[src/design/spi_gap_defs.vh]
// register map, field positions, reset values and timing counts
`ifndef SPI_GAP_DEFS_VH
`define SPI_GAP_DEFS_VH

// ----------------------------------------------------------------
// register indices (byte address = 4 * index)
// ----------------------------------------------------------------
`define IDX_GAP        8'hf2
`define IDX_CTRL       8'hf3
`define IDX_STATUS     8'hf4
`define IDX_DATA       8'hf5
`define IDX_IRQ_EN     8'he8
`define IDX_EVT        8'he9
`define IDX_EVT_MASK   8'hea

// ----------------------------------------------------------------
// control register fields
// ----------------------------------------------------------------
`define CTRL_SELECT_OUTPUT_ENABLE      7
`define CTRL_EN        6
`define CTRL_LSB       5
`define CTRL_CONTROLLER_MODE_SELECT      4
`define CTRL_CLOCK_POLARITY_SELECT      3
`define CTRL_CLOCK_PHASE_SELECT      2
`define CTRL_RATE_HI   1
`define CTRL_RATE_LO   0

// ----------------------------------------------------------------
// status register fields
// ----------------------------------------------------------------
`define ST_DONE        7
`define ST_WRITE_COLLISION_FLAG        6
`define ST_OVF         5
`define ST_MODE_FAULT_FLAG        4
`define ST_MODE_FAULT_DISABLE     3
`define ST_TXFULL      2

// ----------------------------------------------------------------
// interrupt enable fields
// ----------------------------------------------------------------
`define IE_SERIAL      0
`define IE_GLOBAL      1

// ----------------------------------------------------------------
// reset values
// ----------------------------------------------------------------
`define RST_CTRL       8'h00
`define RST_GAP        2'h0
`define RST_DATA       8'h00
`define RST_IRQ_EN     2'h0
`define RST_EVT        8'h00
`define RST_EVT_MASK   8'h00

// ----------------------------------------------------------------
// timing counts
// ----------------------------------------------------------------
`define HALF_MIN_CYC   5'h02
`define LAST_EDGE      4'hf
`define GAP_BASE_HALF  3'h1

`endif

[src/design/spi_pin_sync.v]
// two-flop synchronisers for the serial link pins
`timescale 1ns/1ns
module spi_pin_sync #(
   parameter W = 4
) (
   input  wire         sys_clk_in,
   input  wire         rst_n_in,
   input  wire         clk_en_in,
   input  wire [W-1:0] pin_in,
   output wire [W-1:0] pin_sync_out
);
   genvar i;
   generate
      for (i = 0; i < W; i = i + 1) begin : g_bit
         reg meta;
         reg stable;
         always @(posedge sys_clk_in or negedge rst_n_in) begin
            if (!rst_n_in) begin
               meta   <= 1'b1;
               stable <= 1'b1;
            end else if (clk_en_in) begin
               meta   <= pin_in[i];
               stable <= meta;
            end
         end
         assign pin_sync_out[i] = stable;
      end
   endgenerate
endmodule // spi_pin_sync

[src/design/spi_half_tick.v]
// half serial clock period tick generator for controller mode
`timescale 1ns/1ns
`include "spi_gap_defs.vh"
module spi_half_tick (
   input  wire       sys_clk_in,
   input  wire       rst_n_in,
   input  wire       clk_en_in,
   input  wire       run_in,
   input  wire [1:0] rate_in,
   output reg        tick_out
);
   reg  [4:0] cnt;
   wire [4:0] half_len;

   // half period of 2, 4, 8 or 16 system clocks
   assign half_len = `HALF_MIN_CYC << rate_in;

   always @(posedge sys_clk_in or negedge rst_n_in) begin
      if (!rst_n_in) begin
         cnt      <= 5'h00;
         tick_out <= 1'b0;
      end else if (clk_en_in) begin
         if (!run_in) begin
            cnt      <= 5'h00;
            tick_out <= 1'b0;
         end else if (cnt == half_len - 5'h01) begin
            cnt      <= 5'h00;
            tick_out <= 1'b1;
         end else begin
            cnt      <= cnt + 5'h01;
            tick_out <= 1'b0;
         end
      end
   end
endmodule // spi_half_tick

[src/design/spi_status_data_gap_logic.v]
// serial unit: status flags, data buffers, byte gap and link engine
//
// Operation
// - gap between bytes is 1..4 half clocks, plus one with phase 1
// - transfer-done flag set when a byte completes into the read buffer
// - done flag with serial and global enables raises the interrupt
// - software clears done flag; data writes ignored while it is set
// - write collision sets a sticky flag until software clears it
// - receive overrun sets its flag and raises interrupt when enabled
// - controller, detection on, select pulled low: mode fault at once
// - fault-disable bit only matters in controller mode
// - detection on: select is fault input, else follows output enable
// - status bit 2 reads one while the transmit buffer is full
// - data write loads transmit shifter, or transmit buffer when busy, data read returns read buffer
// - each controller data write not dropped or colliding starts one full duplex byte
// - select output enable drives select low per byte, else plain pin
// - phase picks first or second sampling edge, polarity the idle level
// - bit order bit chooses msb first or lsb first
`timescale 1ns/1ns
`include "spi_gap_defs.vh"
module spi_status_data_gap_logic (
   input  wire        sys_clk_in,
   input  wire        rst_n_in,
   input  wire        clk_en_in,
   input  wire [9:0]  address_in,
   input  wire        read_in,
   input  wire        write_in,
   input  wire [31:0] writedata_in,
   input  wire [3:0]  byteenable_in,
   output reg  [31:0] readdata_out,
   output reg         waitrequest_out,
   input  wire        sclk_pin_in,
   output reg         sclk_pin_out,
   output reg         sclk_oe_n_out,
   input  wire        mosi_pin_in,
   output reg         mosi_pin_out,
   output reg         mosi_oe_n_out,
   input  wire        miso_pin_in,
   output reg         miso_pin_out,
   output reg         miso_oe_n_out,
   input  wire        ss_n_pin_in,
   output reg         ss_n_pin_out,
   output reg         ss_oe_n_out,
   output reg         irq_out
);
   // ----------------------------------------------------------------
   // states
   // ----------------------------------------------------------------
   localparam ST_IDLE  = 3'b001;
   localparam ST_SHIFT = 3'b010;
   localparam ST_GAP   = 3'b100;

   // ----------------------------------------------------------------
   // storage
   // ----------------------------------------------------------------
   reg  [7:0] ctrl;
   reg  [1:0] byte_gap_select;
   reg  [1:0] irq_en;
   reg  [7:0] evt;
   reg  [7:0] evt_mask;
   reg  [7:0] rd_buf;
   reg  [7:0] tx_sh;
   reg  [7:0] tx_buf;
   reg  [7:0] rx_sh;
   reg        transfer_done_flag;
   reg        write_collision_flag;
   reg        receive_overrun_flag;
   reg        mode_fault_flag;
   reg        mode_fault_disable;
   reg        tx_buffer_full;
   reg  [2:0] st;
   reg  [3:0] edge_cnt;
   reg  [2:0] gap_cnt;
   reg        start_pend;
   reg        sclk_prev;
   reg  [7:0] rd_mux;

   // ----------------------------------------------------------------
   // pin synchronisers and half clock tick
   // ----------------------------------------------------------------
   wire [3:0] pins_s;
   wire       sclk_s;
   wire       mosi_s;
   wire       miso_s;
   wire       ss_s;
   wire       tick;

   spi_pin_sync #(
      .W            (4)
   ) u_sync (
      .sys_clk_in   (sys_clk_in),
      .rst_n_in     (rst_n_in),
      .clk_en_in    (clk_en_in),
      .pin_in       ({ss_n_pin_in, miso_pin_in, mosi_pin_in, sclk_pin_in}),
      .pin_sync_out (pins_s)
   );

   assign sclk_s = pins_s[0];
   assign mosi_s = pins_s[1];
   assign miso_s = pins_s[2];
   assign ss_s   = pins_s[3];

   // ----------------------------------------------------------------
   // control decode
   // ----------------------------------------------------------------
   wire       spi_en   = ctrl[`CTRL_EN];
   wire       ctl_mode = ctrl[`CTRL_CONTROLLER_MODE_SELECT];
   wire       clock_phase_select     = ctrl[`CTRL_CLOCK_PHASE_SELECT];
   wire       clock_polarity_select     = ctrl[`CTRL_CLOCK_POLARITY_SELECT];
   wire       lsb_1st  = ctrl[`CTRL_LSB];
   wire       select_output_enable     = ctrl[`CTRL_SELECT_OUTPUT_ENABLE];
   wire       st_idle  = st[0];
   wire       st_shift = st[1];
   wire       st_gap   = st[2];

   spi_half_tick u_tick (
      .sys_clk_in (sys_clk_in),
      .rst_n_in   (rst_n_in),
      .clk_en_in  (clk_en_in),
      .run_in     (ctl_mode & (st_shift | st_gap)),
      .rate_in    (ctrl[`CTRL_RATE_HI:`CTRL_RATE_LO]),
      .tick_out   (tick)
   );

   // ----------------------------------------------------------------
   // bus access decode
   // ----------------------------------------------------------------
   wire [7:0] idx    = address_in[9:2];
   wire [7:0] wd     = writedata_in[7:0];
   wire       wr_acc = write_in & ~waitrequest_out & byteenable_in[0];
   wire       rd_acc = read_in & ~waitrequest_out;
   wire       wr_ctl = wr_acc & (idx == `IDX_CTRL);
   wire       wr_gap = wr_acc & (idx == `IDX_GAP);
   wire       wr_sts = wr_acc & (idx == `IDX_STATUS);
   wire       wr_dat = wr_acc & (idx == `IDX_DATA);
   wire       wr_ie  = wr_acc & (idx == `IDX_IRQ_EN);
   wire       wr_msk = wr_acc & (idx == `IDX_EVT_MASK);
   wire       rd_evt = rd_acc & (idx == `IDX_EVT);

   // data writes dropped while the done flag stands
   wire       wr_ok     = wr_dat & ~transfer_done_flag;
   wire       idle_load = wr_ok & st_idle;
   wire       buf_load  = wr_ok & ~st_idle & ~tx_buffer_full;
   wire       set_write_collision_flag  = wr_ok & ~st_idle & tx_buffer_full;

   // ----------------------------------------------------------------
   // link event decode
   // ----------------------------------------------------------------
   // fault detection only in controller mode, ignoring select enable
   wire mf_det = spi_en & ctl_mode & ~mode_fault_disable &
                 ~ss_s;
   wire p_edge = ~ctl_mode & st_shift & (sclk_s ^ sclk_prev);
   wire edge_evt  = ctl_mode ? (st_shift & tick) : p_edge;
   wire last_edge = edge_evt & (edge_cnt == `LAST_EDGE);
   // phase 0 samples even edges, phase 1 odd edges
   wire sample_now = edge_evt & (edge_cnt[0] == clock_phase_select);
   wire emit_now   = edge_evt & (edge_cnt[0] != clock_phase_select);
   wire rx_bit     = ctl_mode ? miso_s : mosi_s;
   wire gap_last   = st_gap & tick & (gap_cnt == 3'h1);
   wire start_c    = st_idle & start_pend & ctl_mode & spi_en & ~mf_det;
   wire start_p    = st_idle & ~ctl_mode & spi_en & ~ss_s;
   wire reload     = (ctl_mode & gap_last & tx_buffer_full) |
                     (~ctl_mode & last_edge & tx_buffer_full);
   wire begin_byte = start_c | start_p | reload | (~ctl_mode & last_edge);
   wire first_emit = begin_byte & ~clock_phase_select;
   wire [7:0] src  = reload ? tx_buf : tx_sh;
   wire set_done   = last_edge & ~transfer_done_flag;
   wire set_ovf    = last_edge & transfer_done_flag;
   wire set_mode_fault_flag   = mf_det;

   // gap in half clocks: select + 1, one more with phase 1
   wire [2:0] gap_halves = {1'b0, byte_gap_select} + `GAP_BASE_HALF +
                           {2'b00, clock_phase_select};

   // ----------------------------------------------------------------
   // bit order helpers
   // ----------------------------------------------------------------
   function pick;
      input [7:0] v;
      input       lsb;
      begin
         pick = lsb ? v[0] : v[7];
      end
   endfunction

   function [7:0] shift_out;
      input [7:0] v;
      input       lsb;
      begin
         shift_out = lsb ? {1'b0, v[7:1]} : {v[6:0], 1'b0};
      end
   endfunction

   function [7:0] shift_in;
      input [7:0] v;
      input       b;
      input       lsb;
      begin
         shift_in = lsb ? {b, v[7:1]} : {v[6:0], b};
      end
   endfunction

   wire [7:0] rx_final = sample_now ? shift_in(rx_sh, rx_bit, lsb_1st)
                                    : rx_sh;

   // ----------------------------------------------------------------
   // read mux
   // ----------------------------------------------------------------
   always @* begin
      case (idx)
         `IDX_CTRL:     rd_mux = ctrl;
         `IDX_GAP:      rd_mux = {6'h00, byte_gap_select};
         `IDX_STATUS:   rd_mux = {transfer_done_flag, write_collision_flag,
                                  receive_overrun_flag, mode_fault_flag,
                                  mode_fault_disable, tx_buffer_full,
                                  2'b00};
         `IDX_DATA:     rd_mux = rd_buf;
         `IDX_IRQ_EN:   rd_mux = {6'h00, irq_en};
         `IDX_EVT:      rd_mux = evt;
         `IDX_EVT_MASK: rd_mux = evt_mask;
         default:       rd_mux = 8'h00;
      endcase
   end

   // ----------------------------------------------------------------
   // bus slave and registers
   // ----------------------------------------------------------------
   always @(posedge sys_clk_in or negedge rst_n_in) begin
      if (!rst_n_in) begin
         waitrequest_out      <= 1'b1;
         readdata_out         <= 32'h0000_0000;
         ctrl                 <= `RST_CTRL;
         byte_gap_select      <= `RST_GAP;
         irq_en               <= `RST_IRQ_EN;
         evt                  <= `RST_EVT;
         evt_mask             <= `RST_EVT_MASK;
         transfer_done_flag   <= 1'b0;
         write_collision_flag <= 1'b0;
         receive_overrun_flag <= 1'b0;
         mode_fault_flag      <= 1'b0;
         mode_fault_disable   <= 1'b0;
         irq_out              <= 1'b0;
      end else if (clk_en_in) begin
         // one wait cycle, then acknowledge for exactly one cycle
         waitrequest_out <= ~((read_in | write_in) & waitrequest_out);
         if (read_in & waitrequest_out) begin
            readdata_out <= {24'h00_0000, rd_mux};
         end
         if (wr_ctl) begin
            ctrl <= wd;
         end
         if (wr_gap) begin
            byte_gap_select <= wd[1:0];
         end
         if (wr_ie) begin
            irq_en <= wd[1:0];
         end
         if (wr_msk) begin
            evt_mask <= wd & 8'hf0;
         end
         if (wr_sts) begin
            mode_fault_disable <= wd[`ST_MODE_FAULT_DISABLE];
         end
         // a set in the clearing cycle wins
         transfer_done_flag <= (transfer_done_flag &
                                ~(wr_sts & ~wd[`ST_DONE])) |
                               set_done;
         write_collision_flag <= (write_collision_flag &
                                  ~(wr_sts & ~wd[`ST_WRITE_COLLISION_FLAG])) |
                                 set_write_collision_flag;
         receive_overrun_flag <= (receive_overrun_flag &
                                  ~(wr_sts & ~wd[`ST_OVF])) |
                                 set_ovf;
         mode_fault_flag <= (mode_fault_flag &
                             ~(wr_sts & ~wd[`ST_MODE_FAULT_FLAG])) |
                            set_mode_fault_flag;
         evt <= (evt & ~{8{rd_evt}}) |
                {set_done, set_write_collision_flag, set_ovf, set_mode_fault_flag, 4'h0};
         irq_out <= (irq_en[`IE_SERIAL] & irq_en[`IE_GLOBAL] &
                     (transfer_done_flag | receive_overrun_flag |
                      mode_fault_flag)) |
                    (|(evt & evt_mask));
      end
   end

   // ----------------------------------------------------------------
   // byte engine
   // ----------------------------------------------------------------
   always @(posedge sys_clk_in or negedge rst_n_in) begin
      if (!rst_n_in) begin
         st             <= ST_IDLE;
         edge_cnt       <= 4'h0;
         gap_cnt        <= 3'h0;
         start_pend     <= 1'b0;
         tx_sh          <= `RST_DATA;
         tx_buf         <= `RST_DATA;
         rx_sh          <= `RST_DATA;
         rd_buf         <= `RST_DATA;
         tx_buffer_full <= 1'b0;
         sclk_prev      <= 1'b1;
      end else if (clk_en_in) begin
         sclk_prev <= sclk_s;
         // transmit shifter and buffer
         if (idle_load) begin
            tx_sh      <= wd;
            start_pend <= ctl_mode;
         end else if (first_emit) begin
            tx_sh <= shift_out(src, lsb_1st);
         end else if (reload) begin
            tx_sh <= tx_buf;
         end else if (emit_now) begin
            tx_sh <= shift_out(tx_sh, lsb_1st);
         end
         if (start_c | mf_det | ~ctl_mode) begin
            if (!idle_load) begin
               start_pend <= 1'b0;
            end
         end
         if (buf_load) begin
            tx_buf <= wd;
         end
         tx_buffer_full <= (tx_buffer_full & ~reload) | buf_load;
         // receive shifter and read buffer
         if (sample_now) begin
            rx_sh <= rx_final;
         end
         if (set_done) begin
            rd_buf <= rx_final;
         end
         case (st)
            ST_IDLE: begin
               edge_cnt <= 4'h0;
               if (start_c | start_p) begin
                  st <= ST_SHIFT;
               end
            end
            ST_SHIFT: begin
               if (mf_det | ~spi_en | (~ctl_mode & ss_s)) begin
                  st <= ST_IDLE;
               end else if (edge_evt) begin
                  edge_cnt <= edge_cnt + 4'h1;
                  if (last_edge & ctl_mode) begin
                     st      <= ST_GAP;
                     gap_cnt <= gap_halves;
                  end
               end
            end
            ST_GAP: begin
               edge_cnt <= 4'h0;
               if (mf_det | ~spi_en) begin
                  st <= ST_IDLE;
               end else if (gap_last) begin
                  st <= tx_buffer_full ? ST_SHIFT : ST_IDLE;
               end else if (tick) begin
                  gap_cnt <= gap_cnt - 3'h1;
               end
            end
            default: begin
               st <= ST_IDLE;
            end
         endcase
      end
   end

   // ----------------------------------------------------------------
   // pin drivers
   // ----------------------------------------------------------------
   always @(posedge sys_clk_in or negedge rst_n_in) begin
      if (!rst_n_in) begin
         sclk_pin_out  <= 1'b0;
         sclk_oe_n_out <= 1'b1;
         mosi_pin_out  <= 1'b1;
         mosi_oe_n_out <= 1'b1;
         miso_pin_out  <= 1'b1;
         miso_oe_n_out <= 1'b1;
         ss_n_pin_out  <= 1'b1;
         ss_oe_n_out   <= 1'b1;
      end else if (clk_en_in) begin
         // idle level from polarity, toggled on every half tick of the shift state, held at idle through the gap
         if (ctl_mode & st_shift & ~mf_det) begin
            if (tick) begin
               sclk_pin_out <= ~sclk_pin_out;
            end
         end else begin
            sclk_pin_out <= clock_polarity_select;
         end
         if (first_emit) begin
            mosi_pin_out <= pick(src, lsb_1st);
            miso_pin_out <= pick(src, lsb_1st);
         end else if (emit_now) begin
            mosi_pin_out <= pick(tx_sh, lsb_1st);
            miso_pin_out <= pick(tx_sh, lsb_1st);
         end
         sclk_oe_n_out <= ~(spi_en & ctl_mode);
         mosi_oe_n_out <= ~(spi_en & ctl_mode);
         miso_oe_n_out <= ~(spi_en & ~ctl_mode & ~ss_s);
         // select driven only with detection off and output enabled
         ss_oe_n_out  <= ~(spi_en & ctl_mode & mode_fault_disable &
                           select_output_enable);
         ss_n_pin_out <= ~st_shift;
      end
   end
endmodule // spi_status_data_gap_logic

[config.mk]
export PLATFORM = sky130hd
export DESIGN_NAME = spi_status_data_gap_logic
export DESIGN_NICKNAME = d
export VERILOG_FILES = /design/src/design/spi_pin_sync.v /design/src/design/spi_half_tick.v /design/src/design/spi_status_data_gap_logic.v
export VERILOG_INCLUDE_DIRS = /design/src /design/src/design
export SDC_FILE = /design/constraint.sdc
export NUM_CORES = 1
export LEC_CHECK = 0
export ABC_AREA = 1
export BUFFER_PORTS_ARGS = -buffer_cell sky130_fd_sc_hd__buf_4
export CAP_MARGIN = 10
export CORE_AREA = 3 3 94 141
export DETAILED_ROUTE_END_ITERATION = 8
export DIE_AREA = 0 0 97 144
export PLACE_DENSITY = 0.82
export SYNTH_ARGS = -nofsm -noshare
export SYNTH_HDL_FRONTEND = slang
export SYNTH_SLANG_ARGS = --single-unit
[constraint.sdc]
create_clock -name sys_clk_in -period 3.1 [get_ports sys_clk_in]
set_input_delay 0.62 -clock sys_clk_in [delete_from_list [all_inputs] [get_ports sys_clk_in]]
set_output_delay 0.62 -clock sys_clk_in [all_outputs]
set_load 0.005 [all_outputs]
==> run metrics <==
Inst Count DP roughly 970; nets@finish 885; clock sink count 104; P_leak 0.003377 µW; ant diodes 0; Starting Density 49.88%; status finished clean; uppermost layer routed met4; internal reg-to-reg setup slack 920 ps; DR pass1 iterations 5; Post-CTS Setup Bufs 0; maxcap violations 0; worst slew pin tran 632.0 ps; die width 97 µm; CP most frequent cell nand2_1; initial antenna violation count 0; Worst R2R End miso_pin_out; IO buf count 43; Relative slew margins 57.75%; Synth Flop Type dfrtp_1; routed wl met2 7604 µm; Warnings, synthesis 0; CTS root buffer clkbuf_16; RSZ-0062 raised after global routing false; number of global-route vias before repair 5121; Final period util between 70% and 80%; met3 wire len 893 µm; final setup fails 0; fmax 0.4582 GHz; Initial DRC Count 357; met1 WL 5762 µm; I/O pin cnt 97; Residual DRC 0; CTS hold repair buffers 0; CTS H-tree depth 3; CP arrival 2470 ps; Mapped Area 6025 µm²; Total Routed Length 14800 µm; cts bufs inserted 9; Worst-Skew Late Latency approximately 350 ps; Layout area overhead 11.17%; Synth cell types 48; total power 3941 µW; clock buffer depth 2; Core ar. 12080 µm²; largest net degree at the start of global routing 48; Setup Skew 4.513 ps; maximum vdd drop 0.0002549 V; Worst Setup Path Type flop to flop; routed len/inst 15.09 µm; layout cells sized above 1 16.06%; Reg2Reg Depth 12; Non-Filler Instances 981; drt via density 5.445; Hold Path Class input port to async pin; Post-synth ARST share 100.0%; CP Capture Type flop; Mean Syn Cell Area 7.655 µm²; Req. time, crit path around 3400 ps; slowest CP cell dfrtp_1; CTS resizes 0; die area 13970 µm²; first-pass GRT wire length approximately 25000 µm; gr usage total 22.07%; Post-DP HPWL 10830 µm; CTS tree yes; sequential fraction of the synthesis area 43.53%; routability cong. 0.9264; max-slew violation count 0; antenna-violating nets left 0; row count 49; Hold Vio Cnt, Final 0; Crit Path Max Fanout 14; DR vias 5342; PwrDens 588.5 nW/µm²; Final min period approximately 2200 ps; CTS clk-pin slew, worst paths 70 ps; r2r startpoint gap_cnt[1]; Mapped Cells 787; number of synthesized flops with an enable pin 0; crit start category flop; Die Y 144 µm; final setup TNS 0 ps; Largest stage delay, worst path 360 ps; GRT overflow 0; CP Cell Sequence inv_1 -> ha_1 -> nand2_1 -> nor3_4 -> nand2_2 -> o211ai_2 -> nand2_2 -> nor2_2 -> nand2_1 -> nand2_1 -> nor2_1 -> nor2_1; synthesis-stage register bit count about 100
synthesized netlist by cell type, types with 9 or more instances:
master / instances / share of area [%]
nand2_1: 236 / 15
o211ai_1: 10 / 1.2
a21oi_1: 18 / 1.5
nor2_1: 50 / 3.1
o22ai_1: 14 / 1.5
dfstp_2: 16 / 7.0
inv_1: 90 / 5.6
o21ai_0: 75 / 6.2
dfrtp_1: 88 / 37
nand3_1: 41 / 3.4
clkbuf_1: 9 / 0.56
buf_4: 29 / 3.6
stage by stage:
step	utilization, %	worst slack, ps	hold WS, ps	instance area [µm²]
2_1_floorplan	-	1262	324.4	6111
4_1_cts	55.45	901.8	292.5	6698
3_5_place_dp	52.69	713.7	447.7	6364
3_3_place_gp	52.69	776.5	439.2	6364
6_report	55.45	917.5	261.2	6698
5_1_grt	55.45	763.1	313.7	6698
state kept, by name (all words and copies together), names as in the netlist, 2 cells and up:
signal,flops
byte_gap_select,2
tx_sh,8
irq_en,2
edge_cnt,4
rx_sh,8
u_tick.cnt,5
st,3
evt,8
readdata_out,8
ctrl,8
u_sync.g_bit.stable,4
evt_mask,4
rd_buf,8
gap_cnt,3
tx_buf,8
u_sync.g_bit.meta,4
power by group:
part	internal [µW]	switching, µW	total [µW]	leakage [µW]
clock network	783	502	1290	0.000165
registers	1560	176	1730	0.00130
logic	342	581	923	0.00191
total	2680	1260	3940	0.00338
worst max-delay path by stage:
stage,start,to,slack (ps),cells past startpoint
final,gap_cnt[1],miso_pin_out,920,12
after global routing,gap_cnt[1],tx_sh[6],760,12
after CTS,gap_cnt[1],miso_pin_out,900,12
after detailed placement,address_in[8],ctrl[5],710,7
after global placement,address_in[3],tx_sh[4],780,12
after floorplan,address_in[8],ctrl[5],1260,8
final cells by class:
type | count | area [µm²]
multi-input combinational | 560 | 2803
inverter | 99 | 371.6
timing repair buffer | 50 | 375.4
clock buffer | 9 | 225.2
fill | 1138 | 5380
sequential | 104 | 2623
clock inverter | 6 | 108.9
tap | 153 | 191.4
per-layer routing:
layer / vias up / track usage [%]
met5: - / 0
met4: 0 / 10.50
met3: 40 / 3.234
met2: 211 / 39.19
met1: 2507 / 26.39
li1: 2584 / -
worst max-delay path: cells and delay by family, from the launching register on:
| kind | cells | cell delay [ps] |
|---|---|---|
| buffers and inverters | 1 | 90 |
| AOI/OAI and AO/OA | 1 | 170 |
| adders and majority gates | 1 | 180 |
| and+or+nand+nor | 9 | 1330 |
| DFF | 1 | 360 |
layout by cell type, fill, tap and decap left out, drive strengths merged, types with 11 or more instances in the layout:
master,instances
a21oi,20
conb,24
buf,50
nand3,45
o22ai,14
inv,98
o21ai,87
dfrtp,88
o211ai,11
nor2,60
nand2,247
dfstp,16
cell families after synthesis:
| group | count (synthesis) | synth area share (%) |
|---|---|---|
| simple gates | 375 | 28.41 |
| compound gates | 148 | 14.31 |
| buf+inv | 146 | 11.38 |
| flops | 104 | 43.53 |
| fa+ha+maj | 6 | 1.246 |
| xor+xnor | 6 | 0.8723 |
| other cells | 1 | 0.06225 |
| mux | 1 | 0.1869 |
(Power assumes the default switching activity.)
